[src/rtl/pfd_defs.svh]
// Register offsets, field positions, reset values and counts of the PWM fault and enable control block.
`ifndef PFD_DEFS_SVH
`define PFD_DEFS_SVH

`define PFD_ADDR_W          4
`define PFD_DATA_W          8

`define PFD_OFS_CTRL        4'h0
`define PFD_OFS_FCTRL       4'h1
`define PFD_OFS_FSTAT       4'h2
`define PFD_OFS_FACK        4'h3
`define PFD_OFS_MAPX        4'h4
`define PFD_OFS_MAPY        4'h5
`define PFD_OFS_INDIVIDUAL_PIN_CONTROL      4'h6
`define PFD_OFS_RELOAD      4'h7
`define PFD_OFS_MODH        4'h8
`define PFD_OFS_MODL        4'h9

`define PFD_CTRL_ENABLE     0
`define PFD_CTRL_LOADOK     1
`define PFD_CTRL_PRSC_LO    2
`define PFD_CTRL_PRSC_HI    3
`define PFD_CTRL_RLDIE      4
`define PFD_CTRL_BANK_X_SOFT_DISABLE       5
`define PFD_CTRL_BANK_Y_SOFT_DISABLE       6
`define PFD_INDIVIDUAL_PIN_CONTROL_PINCTL   7
`define PFD_RELOAD_FLAG     0

`define PFD_MAP_RST         6'h3f
`define PFD_PRSC_RST        2'h0
`define PFD_NUM_FAULTS      4
`define PFD_NUM_OUTS        6
`define PFD_MOD_W           12

`endif

[src/rtl/pfd_pkg.sv]
// Types shared by the PWM fault and enable control block.
package pfd_pkg;
  typedef logic [5:0]  pfd_outs_t;
  typedef logic [3:0]  pfd_faults_t;
  typedef logic [1:0]  pfd_prsc_t;
  typedef logic [11:0] pfd_mod_t;
  typedef logic [7:0]  pfd_byte_t;
  typedef logic [3:0]  pfd_addr_t;
endpackage

[src/rtl/pfd_fault_filter.sv]
// Digital filter for one fault input: level and rising-event outputs.
`timescale 1ns/10ps
`default_nettype none

module pfd_fault_filter (
  input  wire logic mclk,
  input  wire logic rstn,
  input  wire logic faultIn,
  output logic      filtLevel,
  output logic      filtRise
);

  logic [2:0] smp_ff;
  logic       lvl_ff;
  logic       setNow;

  ////////////////////////////////////////////////////////////////////////////
  // Oldest sample low, then two consecutive high samples, makes a fault.
  always_ff @(posedge mclk or negedge rstn) begin
    if (!rstn) begin
      smp_ff <= 3'h0;
    end else begin
      smp_ff <= {smp_ff[1:0], faultIn};
    end
  end

  assign setNow = !lvl_ff && !smp_ff[2] && smp_ff[1] && smp_ff[0];

  // One low sample ends the filtered level.
  always_ff @(posedge mclk or negedge rstn) begin
    if (!rstn) begin
      lvl_ff <= 1'b0;
    end else if (setNow) begin
      lvl_ff <= 1'b1;
    end else if (lvl_ff && !smp_ff[0]) begin
      lvl_ff <= 1'b0;
    end
  end

  assign filtLevel = lvl_ff;
  assign filtRise  = setNow;

endmodule // pfd_fault_filter

`default_nettype wire

[src/rtl/pfd_fault_ctrl.sv]
// PWM fault protection, software disable, disable mapping and module enable control.
`timescale 1ns/10ps
`default_nettype none
`include "pfd_defs.svh"

module pfd_fault_ctrl (
  input  wire logic              mclk,
  input  wire logic              rstn,
  input  wire pfd_pkg::pfd_addr_t regAddr,
  input  wire pfd_pkg::pfd_byte_t regWdata,
  input  wire logic              regWr,
  input  wire logic              regRd,
  output pfd_pkg::pfd_byte_t     regRdata,
  input  wire pfd_pkg::pfd_faults_t faultIn,
  input  wire pfd_pkg::pfd_outs_t genOut,
  input  wire logic              cycleStart,
  output pfd_pkg::pfd_outs_t     manual_output_register,
  output pfd_pkg::pfd_outs_t     pwmOe,
  output pfd_pkg::pfd_faults_t   faultIrq,
  output logic                   reloadIrq,
  output logic                   reloadStrobe,
  output logic                   counterRun,
  output pfd_pkg::pfd_mod_t      activeModulus,
  output pfd_pkg::pfd_prsc_t     activePrescaler
);
  import pfd_pkg::*;

  ////////////////////////////////////////////////////////////////////////////
  // Mask of outputs disabled by one bank.
  function automatic pfd_outs_t bank_mask(input logic bankOn, input pfd_outs_t map);
    bank_mask = bankOn ? map : 6'h00;
  endfunction
  // Write strobe for one register offset.
  function automatic logic wr_hit(input logic wr, input pfd_addr_t addr, input pfd_addr_t ofs);
    wr_hit = wr && (addr == ofs);
  endfunction
  // Collect the even bits of a byte.
  function automatic pfd_faults_t even_bits(input pfd_byte_t b);
    even_bits = {b[6], b[4], b[2], b[0]};
  endfunction
  // Collect the odd bits of a byte.
  function automatic pfd_faults_t odd_bits(input pfd_byte_t b);
    odd_bits = {b[7], b[5], b[3], b[1]};
  endfunction
  // Interleave two four-bit sets, odd set in the odd positions.
  function automatic pfd_byte_t weave(input pfd_faults_t odd, input pfd_faults_t even);
    weave = {odd[3], even[3], odd[2], even[2], odd[1], even[1], odd[0], even[0]};
  endfunction

  ////////////////////////////////////////////////////////////////////////////
  logic        enable_ff;
  logic        loadOk_ff;
  pfd_prsc_t   prscBuf_ff;
  logic        reloadIe_ff;
  logic [1:0]  softDisBit_ff;
  pfd_faults_t faultIe_ff;
  pfd_faults_t faultMode_ff;
  pfd_faults_t faultFlag_ff;
  pfd_faults_t faultLatch_ff;
  pfd_faults_t faultDis_ff;
  logic [1:0]  softDis_ff;
  pfd_outs_t   mapX_ff;
  pfd_outs_t   mapY_ff;
  logic        mapXDone_ff;
  logic        mapYDone_ff;
  pfd_outs_t   manualOut_ff;
  logic        pinCtl_ff;
  logic        reloadFlag_ff;
  pfd_mod_t    modBuf_ff;
  pfd_mod_t    modAct_ff;
  pfd_prsc_t   prscAct_ff;
  logic        oeHold_ff;
  pfd_outs_t   manual_output_register_ff;
  pfd_outs_t   pwmOe_ff;
  pfd_byte_t   rdata_ff;
  pfd_faults_t filtLevel;
  pfd_faults_t filtRise;
  pfd_faults_t ackHit;
  pfd_faults_t clearOk;
  logic        enableRise;
  logic        reloadNow;
  logic        clearPoint;
  logic        bankX;
  logic        bankY;
  pfd_outs_t   disMask;
  pfd_outs_t   nxt_drive;
  pfd_byte_t   nxt_rdata;

  ////////////////////////////////////////////////////////////////////////////
  for (genvar i = 0; i < `PFD_NUM_FAULTS; i++) begin : gFilt
    pfd_fault_filter uFilt (
      .mclk      (mclk),
      .rstn      (rstn),
      .faultIn   (faultIn[i]),
      .filtLevel (filtLevel[i]),
      .filtRise  (filtRise[i])
    );
  end

  ////////////////////////////////////////////////////////////////////////////
  assign enableRise = wr_hit(regWr, regAddr, `PFD_OFS_CTRL) && regWdata[`PFD_CTRL_ENABLE] && !enable_ff;

  always_ff @(posedge mclk or negedge rstn) begin
    if (!rstn) begin
      enable_ff     <= 1'b0;
      prscBuf_ff    <= `PFD_PRSC_RST;
      reloadIe_ff   <= 1'b0;
      softDisBit_ff <= 2'h0;
    end else if (wr_hit(regWr, regAddr, `PFD_OFS_CTRL)) begin
      enable_ff     <= regWdata[`PFD_CTRL_ENABLE];
      prscBuf_ff    <= regWdata[`PFD_CTRL_PRSC_HI:`PFD_CTRL_PRSC_LO];
      reloadIe_ff   <= regWdata[`PFD_CTRL_RLDIE];
      softDisBit_ff <= {regWdata[`PFD_CTRL_BANK_Y_SOFT_DISABLE], regWdata[`PFD_CTRL_BANK_X_SOFT_DISABLE]};
    end
  end

  // Load okay is consumed by the reload that uses it.
  always_ff @(posedge mclk or negedge rstn) begin
    if (!rstn) begin
      loadOk_ff <= 1'b0;
    end else if (wr_hit(regWr, regAddr, `PFD_OFS_CTRL) && regWdata[`PFD_CTRL_LOADOK]) begin
      loadOk_ff <= 1'b1;
    end else if (reloadNow) begin
      loadOk_ff <= 1'b0;
    end
  end

  ////////////////////////////////////////////////////////////////////////////
  assign reloadNow = enableRise || (enable_ff && cycleStart);

  // The period holds no reset so a stale value survives; zero is illegal.
  always_ff @(posedge mclk) begin
    if (wr_hit(regWr, regAddr, `PFD_OFS_MODH)) begin
      modBuf_ff[11:8] <= regWdata[3:0];
    end
    if (wr_hit(regWr, regAddr, `PFD_OFS_MODL)) begin
      modBuf_ff[7:0] <= regWdata;
    end
    if (reloadNow && loadOk_ff) begin
      modAct_ff <= modBuf_ff;
    end
  end

  always_ff @(posedge mclk or negedge rstn) begin
    if (!rstn) begin
      prscAct_ff <= `PFD_PRSC_RST;
    end else if (reloadNow && loadOk_ff) begin
      prscAct_ff <= prscBuf_ff;
    end
  end

  // Disabling leaves the flag alone; a reload set beside a clear wins.
  always_ff @(posedge mclk or negedge rstn) begin
    if (!rstn) begin
      reloadFlag_ff <= 1'b0;
    end else if (reloadNow) begin
      reloadFlag_ff <= 1'b1;
    end else if (wr_hit(regWr, regAddr, `PFD_OFS_RELOAD) && regWdata[`PFD_RELOAD_FLAG]) begin
      reloadFlag_ff <= 1'b0;
    end
  end

  ////////////////////////////////////////////////////////////////////////////
  assign ackHit = wr_hit(regWr, regAddr, `PFD_OFS_FACK) ? even_bits(regWdata) : 4'h0;

  always_ff @(posedge mclk or negedge rstn) begin
    if (!rstn) begin
      faultIe_ff   <= 4'h0;
      faultMode_ff <= 4'h0;
    end else if (wr_hit(regWr, regAddr, `PFD_OFS_FCTRL)) begin
      faultIe_ff   <= even_bits(regWdata);
      faultMode_ff <= odd_bits(regWdata);
    end
  end

  always_ff @(posedge mclk or negedge rstn) begin
    if (!rstn) begin
      faultFlag_ff <= 4'h0;
    end else begin
      faultFlag_ff <= filtRise | (faultFlag_ff & ~ackHit);
    end
  end

  // A vector fetch has no port here, so it cannot disturb any of this state.
  always_ff @(posedge mclk or negedge rstn) begin
    if (!rstn) begin
      faultLatch_ff <= 4'h0;
    end else begin
      faultLatch_ff <= faultIe_ff & ((filtRise & faultIe_ff) | (faultLatch_ff & ~ackHit));
    end
  end

  ////////////////////////////////////////////////////////////////////////////
  // With pin control there are no PWM cycles, so every clock is a clear point.
  assign clearPoint = pinCtl_ff || cycleStart;

  always_comb begin
    for (int i = 0; i < `PFD_NUM_FAULTS; i++) begin
      if (faultMode_ff[i]) begin
        clearOk[i] = !filtLevel[i];
      end else if (i == 0 || i == 2) begin
        clearOk[i] = !faultFlag_ff[i];
      end else begin
        clearOk[i] = !faultFlag_ff[i] && !filtLevel[i];
      end
    end
  end

  // Faults keep working whatever the module enable says.
  always_ff @(posedge mclk or negedge rstn) begin
    if (!rstn) begin
      faultDis_ff <= 4'h0;
    end else begin
      for (int i = 0; i < `PFD_NUM_FAULTS; i++) begin
        if (filtRise[i]) begin
          faultDis_ff[i] <= 1'b1;
        end else if (clearPoint && clearOk[i]) begin
          faultDis_ff[i] <= 1'b0;
        end
      end
    end
  end

  always_ff @(posedge mclk or negedge rstn) begin
    if (!rstn) begin
      softDis_ff <= 2'h0;
    end else begin
      softDis_ff <= softDisBit_ff | (softDis_ff & ~{2{clearPoint}});
    end
  end

  // The rising event disables at once, before the latch has even been set.
  assign bankX   = filtRise[0] | filtRise[1] | faultDis_ff[0] | faultDis_ff[1] | softDisBit_ff[0] | softDis_ff[0];
  assign bankY   = filtRise[2] | filtRise[3] | faultDis_ff[2] | faultDis_ff[3] | softDisBit_ff[1] | softDis_ff[1];
  assign disMask = bank_mask(bankX, mapX_ff) | bank_mask(bankY, mapY_ff);

  ////////////////////////////////////////////////////////////////////////////
  always_ff @(posedge mclk or negedge rstn) begin
    if (!rstn) begin
      mapX_ff     <= `PFD_MAP_RST;
      mapXDone_ff <= 1'b0;
    end else if (wr_hit(regWr, regAddr, `PFD_OFS_MAPX) && !mapXDone_ff) begin
      mapX_ff     <= regWdata[5:0];
      mapXDone_ff <= 1'b1;
    end
  end

  always_ff @(posedge mclk or negedge rstn) begin
    if (!rstn) begin
      mapY_ff     <= `PFD_MAP_RST;
      mapYDone_ff <= 1'b0;
    end else if (wr_hit(regWr, regAddr, `PFD_OFS_MAPY) && !mapYDone_ff) begin
      mapY_ff     <= regWdata[5:0];
      mapYDone_ff <= 1'b1;
    end
  end

  ////////////////////////////////////////////////////////////////////////////
  always_ff @(posedge mclk or negedge rstn) begin
    if (!rstn) begin
      manualOut_ff <= 6'h00;
      pinCtl_ff    <= 1'b0;
    end else if (wr_hit(regWr, regAddr, `PFD_OFS_INDIVIDUAL_PIN_CONTROL)) begin
      manualOut_ff <= regWdata[5:0];
      pinCtl_ff    <= regWdata[`PFD_INDIVIDUAL_PIN_CONTROL_PINCTL];
    end
  end

  ////////////////////////////////////////////////////////////////////////////
  // Slow prescalers keep the pins floating until the first cycle has run.
  always_ff @(posedge mclk or negedge rstn) begin
    if (!rstn) begin
      oeHold_ff <= 1'b0;
    end else if (enableRise) begin
      oeHold_ff <= (prscBuf_ff != 2'h0);
    end else if (cycleStart || !enable_ff) begin
      oeHold_ff <= 1'b0;
    end
  end

  always_comb begin
    if (pinCtl_ff) begin
      nxt_drive = manualOut_ff;
    end else if (enable_ff) begin
      nxt_drive = genOut;
    end else begin
      nxt_drive = 6'h00;
    end
  end

  always_ff @(posedge mclk or negedge rstn) begin
    if (!rstn) begin
      manual_output_register_ff <= 6'h00;
      pwmOe_ff  <= 6'h00;
    end else begin
      manual_output_register_ff <= nxt_drive & ~disMask;
      pwmOe_ff  <= {6{pinCtl_ff || (enable_ff && !oeHold_ff && !enableRise)}};
    end
  end

  ////////////////////////////////////////////////////////////////////////////
  always_comb begin
    nxt_rdata = 8'h00;
    if (regRd) begin
      case (regAddr)
        `PFD_OFS_CTRL:   nxt_rdata = {1'b0, softDisBit_ff, reloadIe_ff, prscBuf_ff, loadOk_ff, enable_ff};
        `PFD_OFS_FCTRL:  nxt_rdata = weave(faultMode_ff, faultIe_ff);
        `PFD_OFS_FSTAT:  nxt_rdata = weave(filtLevel, faultFlag_ff);
        `PFD_OFS_MAPX:   nxt_rdata = {2'h0, mapX_ff};
        `PFD_OFS_MAPY:   nxt_rdata = {2'h0, mapY_ff};
        `PFD_OFS_INDIVIDUAL_PIN_CONTROL: nxt_rdata = {pinCtl_ff, 1'b0, manualOut_ff};
        `PFD_OFS_RELOAD: nxt_rdata = {7'h00, reloadFlag_ff};
        `PFD_OFS_MODH:   nxt_rdata = {4'h0, modBuf_ff[11:8]};
        `PFD_OFS_MODL:   nxt_rdata = modBuf_ff[7:0];
        default:         nxt_rdata = 8'h00;
      endcase
    end
  end

  always_ff @(posedge mclk or negedge rstn) begin
    if (!rstn) begin
      rdata_ff <= 8'h00;
    end else begin
      rdata_ff <= nxt_rdata;
    end
  end

  ////////////////////////////////////////////////////////////////////////////
  assign regRdata        = rdata_ff;
  assign manual_output_register          = manual_output_register_ff;
  assign pwmOe           = pwmOe_ff;
  assign faultIrq        = faultLatch_ff;
  assign reloadIrq       = reloadFlag_ff && reloadIe_ff;
  assign reloadStrobe    = reloadNow;
  assign counterRun      = enable_ff;
  assign activeModulus   = modAct_ff;
  assign activePrescaler = prscAct_ff;

endmodule // pfd_fault_ctrl

`default_nettype wire

[config.mk]
export PLATFORM = sky130hd
export DESIGN_NAME = pfd_fault_ctrl
export DESIGN_NICKNAME = d
export VERILOG_FILES = /design/src/rtl/pfd_pkg.sv /design/src/rtl/pfd_fault_filter.sv /design/src/rtl/pfd_fault_ctrl.sv
export VERILOG_INCLUDE_DIRS = /design/src /design/src/rtl
export SDC_FILE = /design/constraint.sdc
export NUM_CORES = 1
export LEC_CHECK = 0
export ABC_AREA = 1
export ABC_CLOCK_PERIOD_IN_PS = 1900
export BUFFER_PORTS_ARGS = -buffer_cell sky130_fd_sc_hd__buf_2
export CAP_MARGIN = 25
export CORE_MARGIN = 3
export CORE_UTILIZATION = 33
export CTS_CLUSTER_DIAMETER = 200
export DETAILED_ROUTE_END_ITERATION = 6
export GPL_ROUTABILITY_DRIVEN = 0
export MAX_ROUTING_LAYER = met4
export PLACE_DENSITY_LB_ADDON = 0.2
export SLEW_MARGIN = 30
export SYNTH_ARGS = -nofsm -noshare
export SYNTH_HDL_FRONTEND = slang
export SYNTH_SLANG_ARGS = --single-unit
[constraint.sdc]
create_clock -name mclk -period 1.9 [get_ports mclk]
set_input_delay 0.19 -clock mclk [delete_from_list [all_inputs] [get_ports mclk]]
set_output_delay 0.19 -clock mclk [all_outputs]
set_load 0.005 [all_outputs]
Word level (Yosys, flattened, before mapping)
Cells that the tools add are included.

Input port bits: 27. Output and inout bits: 41. Register bits after elaboration: 109. Word-level logic and storage cells: 182.

Reductions and logical operators: 80. Bitwise operators: 23. Equality and inequality tests: 9. Muxes and demuxes: 33.

Operators by type and width (count): one-hot mux 8 bit (9 select lines) (1); logical AND 1 bit (42); two-way mux 1 bit (26); two-way mux 6 bit (4); nonzero test 2 bit (12); zero test 1 bit (21); bitwise AND 4 bit (4); == test 4 x 3 -> 1 bit, second input constant (4); OR 1 bit (10); == test 4 x 2 -> 1 bit, second input constant (2); == test 4 bit, second input constant (2); two-way mux 8 bit (1); OR 4 bit (2); bitwise AND 6 bit (1); NOT 6 bit (1); OR 6 bit (1); == test 4 x 1 -> 1 bit, second input constant (1); zero test 4 bit (1); logical OR 1 bit (4); two-way mux 4 bit (1); NOT 4 bit (1); bitwise AND 2 bit (1); NOT 2 bit (1); OR 2 bit (1).

Logic depth before layout (Yosys ltp)
Depth in word-level cells: 13. Gate-level depth with buffers: 7. Gate-level depth less buffers: 7.

By module
Synthesis repeated with hierarchy kept, for this count alone.

Cell total of the unflattened synthesis: 472. Area, all modules: 4514.3 um^2.

By module, submodules not included: pfd_fault_ctrl (seq. area each 2462.4 um^2, area an instance 4008.8 um^2, instances 1, cells each 428); pfd_fault_filter (seq. area each 100.1 um^2, area an instance 126.4 um^2, instances 4, cells each 11).

Least setup slack after synthesis
Ideal clock, no wire load.

Path kind: input-to-reg. From: in regWr. To: reg modBuf_ff[0] (enable). Buffers on the path: 1. Slack: 0.136 ns. Arrival time: 1.369 ns. Library setup time: 0.395 ns. Data required time: 1.505 ns. Stages on the path: 3. Cells stage by stage: buf_2 > inv_1 > nor4_1.

Longest elaborated chain between the ends: 1.

RTL lines: start, declared (RTL line pfd_fault_ctrl.sv:11) `input wire logic regWr,`; logical AND 1 bit (RTL line pfd_fault_ctrl.sv:35) `wr_hit = wr && (addr == ofs);`; end signal, assigned (RTL line pfd_fault_ctrl.sv:137) `modBuf_ff[7:0] <= regWdata;`; end, declared (RTL line pfd_fault_ctrl.sv:69) `pfd_mod_t modBuf_ff;`.

Every way passes these cells. A chain may end at the register's enable or synchronous reset.

Worst setup path in the final report
From: reg enable_ff (netlist: counterRun). To: reg modAct_ff[6] (netlist: activeModulus[6]) (enable).

Longest elaborated chain between the ends: 4. Elaborated cells between the ends (all ways): 5. Classes of those cells: reduce/logical (5).

RTL lines: start, declared (RTL line pfd_fault_ctrl.sv:51) `logic enable_ff;`; start signal, assigned (RTL line pfd_fault_ctrl.sv:110) `` enable_ff <= regWdata[`PFD_CTRL_ENABLE]; ``; zero test 1 bit (RTL line pfd_fault_ctrl.sv:101) `` assign enableRise = wr_hit(regWr, regAddr, `PFD_OFS_CTRL) && regWdata[`PFD_CTRL_ENABLE] && !enable_ff; ``; logical AND 1 bit (RTL line pfd_fault_ctrl.sv:101); logical OR 1 bit (*) (RTL line pfd_fault_ctrl.sv:129) `assign reloadNow = enableRise || (enable_ff && cycleStart);`; logical AND 1 bit (*) (RTL line pfd_fault_ctrl.sv:139) `if (reloadNow && loadOk_ff) begin`; end signal, assigned (RTL line pfd_fault_ctrl.sv:140) `modAct_ff <= modBuf_ff;`; end, declared (RTL line pfd_fault_ctrl.sv:70) `pfd_mod_t modAct_ff;`.

Mark *: on every way between the ends. The rest lies on a longest branch, timed or not.

==> impl_metrics.py <==
metrics = {
    "clock_tree": {
        "clk_pin_slew_worst_paths_ns": 0.07,
        "root_buffer": "clkbuf_16",
        "post_cts_buffers": 0,
        "cts_made_buffers": 9,
        "postCtsResizedCells": 0,
        "clk_latency_ns": 0.36,
        "clk_path_buf_depth": 2,
        "cts_max_level": 3,
        "clkSinkCount": 109,
        "cts_tree": "done",
    },
    "die": {
        "ios": 68,
        "die-area_um2": 15200,
        "fp-row-count": 42,
        "initial_utilization_pct": 34.1,
        "die_w_um": 123,
        "fp.dieH_um": 123,
        "design.core.area_um2": 13300,
    },
    "sta": {
        "hold_slack_ns": 0.0437,
        "setup_violations": 0,
        "min_period_ns": 1.57,
        "rsz0062_at_grt": "no",
        "worst_slew_pin_slew_ns": 0.541,
        "skew_ns": 0.0101,
        "fin_crit_sh_pct": 82.5,
        "slew_violations": 0,
        "timing.fmax_mhz": 638,
        "slew_headroom_pct": 63.8,
        "fin_setup_tns_ns": 0,
        "hold_viol_final": 0,
    },
    "drt": {
        "first_iter_violations": 320,
        "drt.antenna.violating_nets": 0,
        "wl_mm": 12.2,
        "firstDrtPassIters": 5,
        "topRoutingLayerUsed": "met4",
        "drc": 0,
        "vias": 3559,
        "wl_met2_mm": 5.53,
        "wl_met1_mm": 5.80,
        "via_per_inst": 4.82,
        "route.met3.wl_um": 621,
        "wl_per_cell_um": 16.6,
    },
    "layout": {
        "layout.cell_area.non_filler_um2": 5460,
        "finish.utilization_pct": 40.9,
        "fillers": 1357,
        "drive_gt1_share_pct": 21.2,
        "antennaDiodeCount": 0,
        "register_area_um2": 2860,
        "finalNetCount": 584,
        "multi_input_area_um2": 1410,
        "syn2layout_area_growth_pct": 19.9,
    },
    "yosys": {
        "synth_ff_type": "dfrtp_1",
        "syn_area_um2": 4550,
        "yosysTopAreaCell": "dfrtp_1",
        "synth_seq_cells": 109,
        "yosys-top-cells-area": "dfrtp_1, edfxtp_1, nand2_1, dfstp_2, nand3_1",
        "netlist.area_leader.share_pct": 40.1,
        "async_reset_ff_share_pct": 78.0,
        "ys_warn_count": 0,
        "syn-num-nets": 506,
        "ys_seq_area_share_pct": 62.9,
        "syn_area_per_cell_um2": 9.51,
        "synth_enable_flop_cells": 24,
        "synth_commonest_cells": "nand2_1, dfrtp_1, inv_1, nor2_1, nand3_1",
        "synth_cell_types": 28,
        "yosysMostFrequentCell": "nand2_1",
        "syn_inst": 479,
    },
    "pwr": {
        "p_sw_share_pct": 26.6,
        "combPwrFrac_pct": 13.3,
        "switching_power_mw": 1.44,
        "peakVddDrop_mv": 0.392,
        "power_mw": 5.43,
        "p_int_mw": 3.99,
        "p_clk_share_pct": 35.4,
        "seq_power_share_pct": 51.3,
        "cellPowerDensity_nw_per_um2": 995,
        "p_leak_nw": 2.58,
    },
    "grt": {
        "grt_max_degree": 34,
        "grt_pass1_vias": 3425,
        "grt_pass1_wl_mm": 19.2,
        "gr-total-overflow": 0,
        "antenna_found_initial": 0,
        "track_usage_pct": 17.7,
    },
    "flow_run": {
        "drv_cap": 0,
    },
    "place": {
        "hpwl_mm": 9.35,
        "io_buffers": 67,
        "post_dp_cell_area_um2": 5100,
    },
    "critical_path": {
        "worst-path-max-fanout": 12,
        "start_kind": "flop",
        "crit_type": "flop to flop",
        "cp-end-kind": "flop",
        "worstPathRequired_ns": 1.90,
        "worstPathArrival_ns": 1.57,
    },
    "status": {
        "status": "complete, no violations",
    },
    "min_path": {
        "hold_path.class": "input port to flop",
    },
}
-- path summary, 6_finish.rpt --
| path | startpoint | to | slack (ns) | cells after the start |
|---|---|---|---|---|
| max reg2reg | counterRun$_DFFE_PN0P_ | activeModulus[6]$_DFFE_PP_ | 0.33 | 4 |
| min | regWdata[4] | modBuf_ff[4]$_DFFE_PP_ | 0.04 | 1 |
| min in group asynchronous | rstn | manual_output_register[1]$_DFF_PN0_ | 0.32 | 2 |
| max in group asynchronous | rstn | faultFlag_ff[2]$_DFF_PN0_ | 1.03 | 3 |
| max | counterRun$_DFFE_PN0P_ | activeModulus[6]$_DFFE_PP_ | 0.33 | 4 |
| min reg2reg | gFilt[2].uFilt.smp_ff[1]$_DFF_PN0_ | gFilt[2].uFilt.smp_ff[2]$_DFF_PN0_ | 0.38 | 0 |
-- worst max-delay path: stages (launching register included) --
cell,delay [ns]
dfrtp_1,0.47
inv_1,0.12
nand2_1,0.14
nand3_1,0.13
inv_1,0.36
-- cell usage in the layout, fill, tap and decap left out --
cell type      count
nand2_1          128
dfrtp_1           73
buf_2             66
inv_1             47
nor2_1            42
nand3_1           39
o21ai_0           37
edfxtp_1          24
o21ai_1           20
dfstp_2           12
clkbuf_16         10
buf_4             10
a21oi_1            8
nand4_1            6
dlygate4sd3_1      5
nor2_4             4
nor3_1             3
nor2_2             3
nor4_1             3
a211oi_1           3
a21boi_0           2
inv_2              2
nand2_2            2
nand3_2            2
clkinv_2           2
clkbuf_1           2
nand2_4            1
nor2_8             1
o22ai_1            1
a21oi_2            1
bufinv_16          1
clkinvlp_4         1
buf_12             1
-- power groups by stage --
stage | clock [mW] | combinational [mW] | sequential (mW)
after floorplan | 0 | 0.423 | 2.78
after global placement | 0 | 0.713 | 2.82
after global routing | 2.06 | 0.830 | 2.81
after CTS | 1.96 | 0.731 | 2.78
after detailed placement | 0 | 0.719 | 2.82
final | 1.92 | 0.723 | 2.78
-- cell type report --
class,count,area share (%)
Multi-Input combinational cell,306,25.8
Sequential cell,109,52.5
Inverter,49,3.37
Tap cell,176,4.03
Clock buffer,12,4.72
Clock inverter,4,0.871
Timing Repair Buffer,82,8.71
-- cell families after synthesis --
logic type	synth area share [%]
DFF	62.9
and+or+nand+nor	22.7
buffers and inverters	6.16
AOI/OAI and AO/OA	8.30
-- flip-flops by register name, summed over array words and instances (netlist names), 2 cells and up --
signal / count
regRdata: 8
prscBuf_ff: 2
faultIrq: 4
faultFlag_ff: 4
manualOut_ff: 6
activeModulus: 12
activePrescaler: 2
softDisBit_ff: 2
faultMode_ff: 4
gFilt.uFilt.filtLevel: 4
gFilt.uFilt.smp_ff: 12
mapY_ff: 6
manual_output_register: 6
faultDis_ff: 4
mapX_ff: 6
faultIe_ff: 4
softDis_ff: 2
modBuf_ff: 12
-- metrics by stage --
step	std cells	setup WS, ns
final	738	0.332
after global routing	738	0.190
after CTS	738	0.325
after detailed placement	717	0.203
after global placement	717	0.260
after floorplan	479	0.136
-- repair_timing --
item	4_1_cts	5_1_grt
hold buffers	5	0
setup endpoints to repair	0	0
endpoints found under the hold margin	22	0
-- metal layers --
metal | up-vias | global-route usage, %
li1 | 1715 | -
met1 | 1733 | 24.5
met2 | 95 | 25.7
met3 | 16 | 3.66
met4 | 0 | 6.44
met5 | - | -
Power figures use the tool's default switching activity.
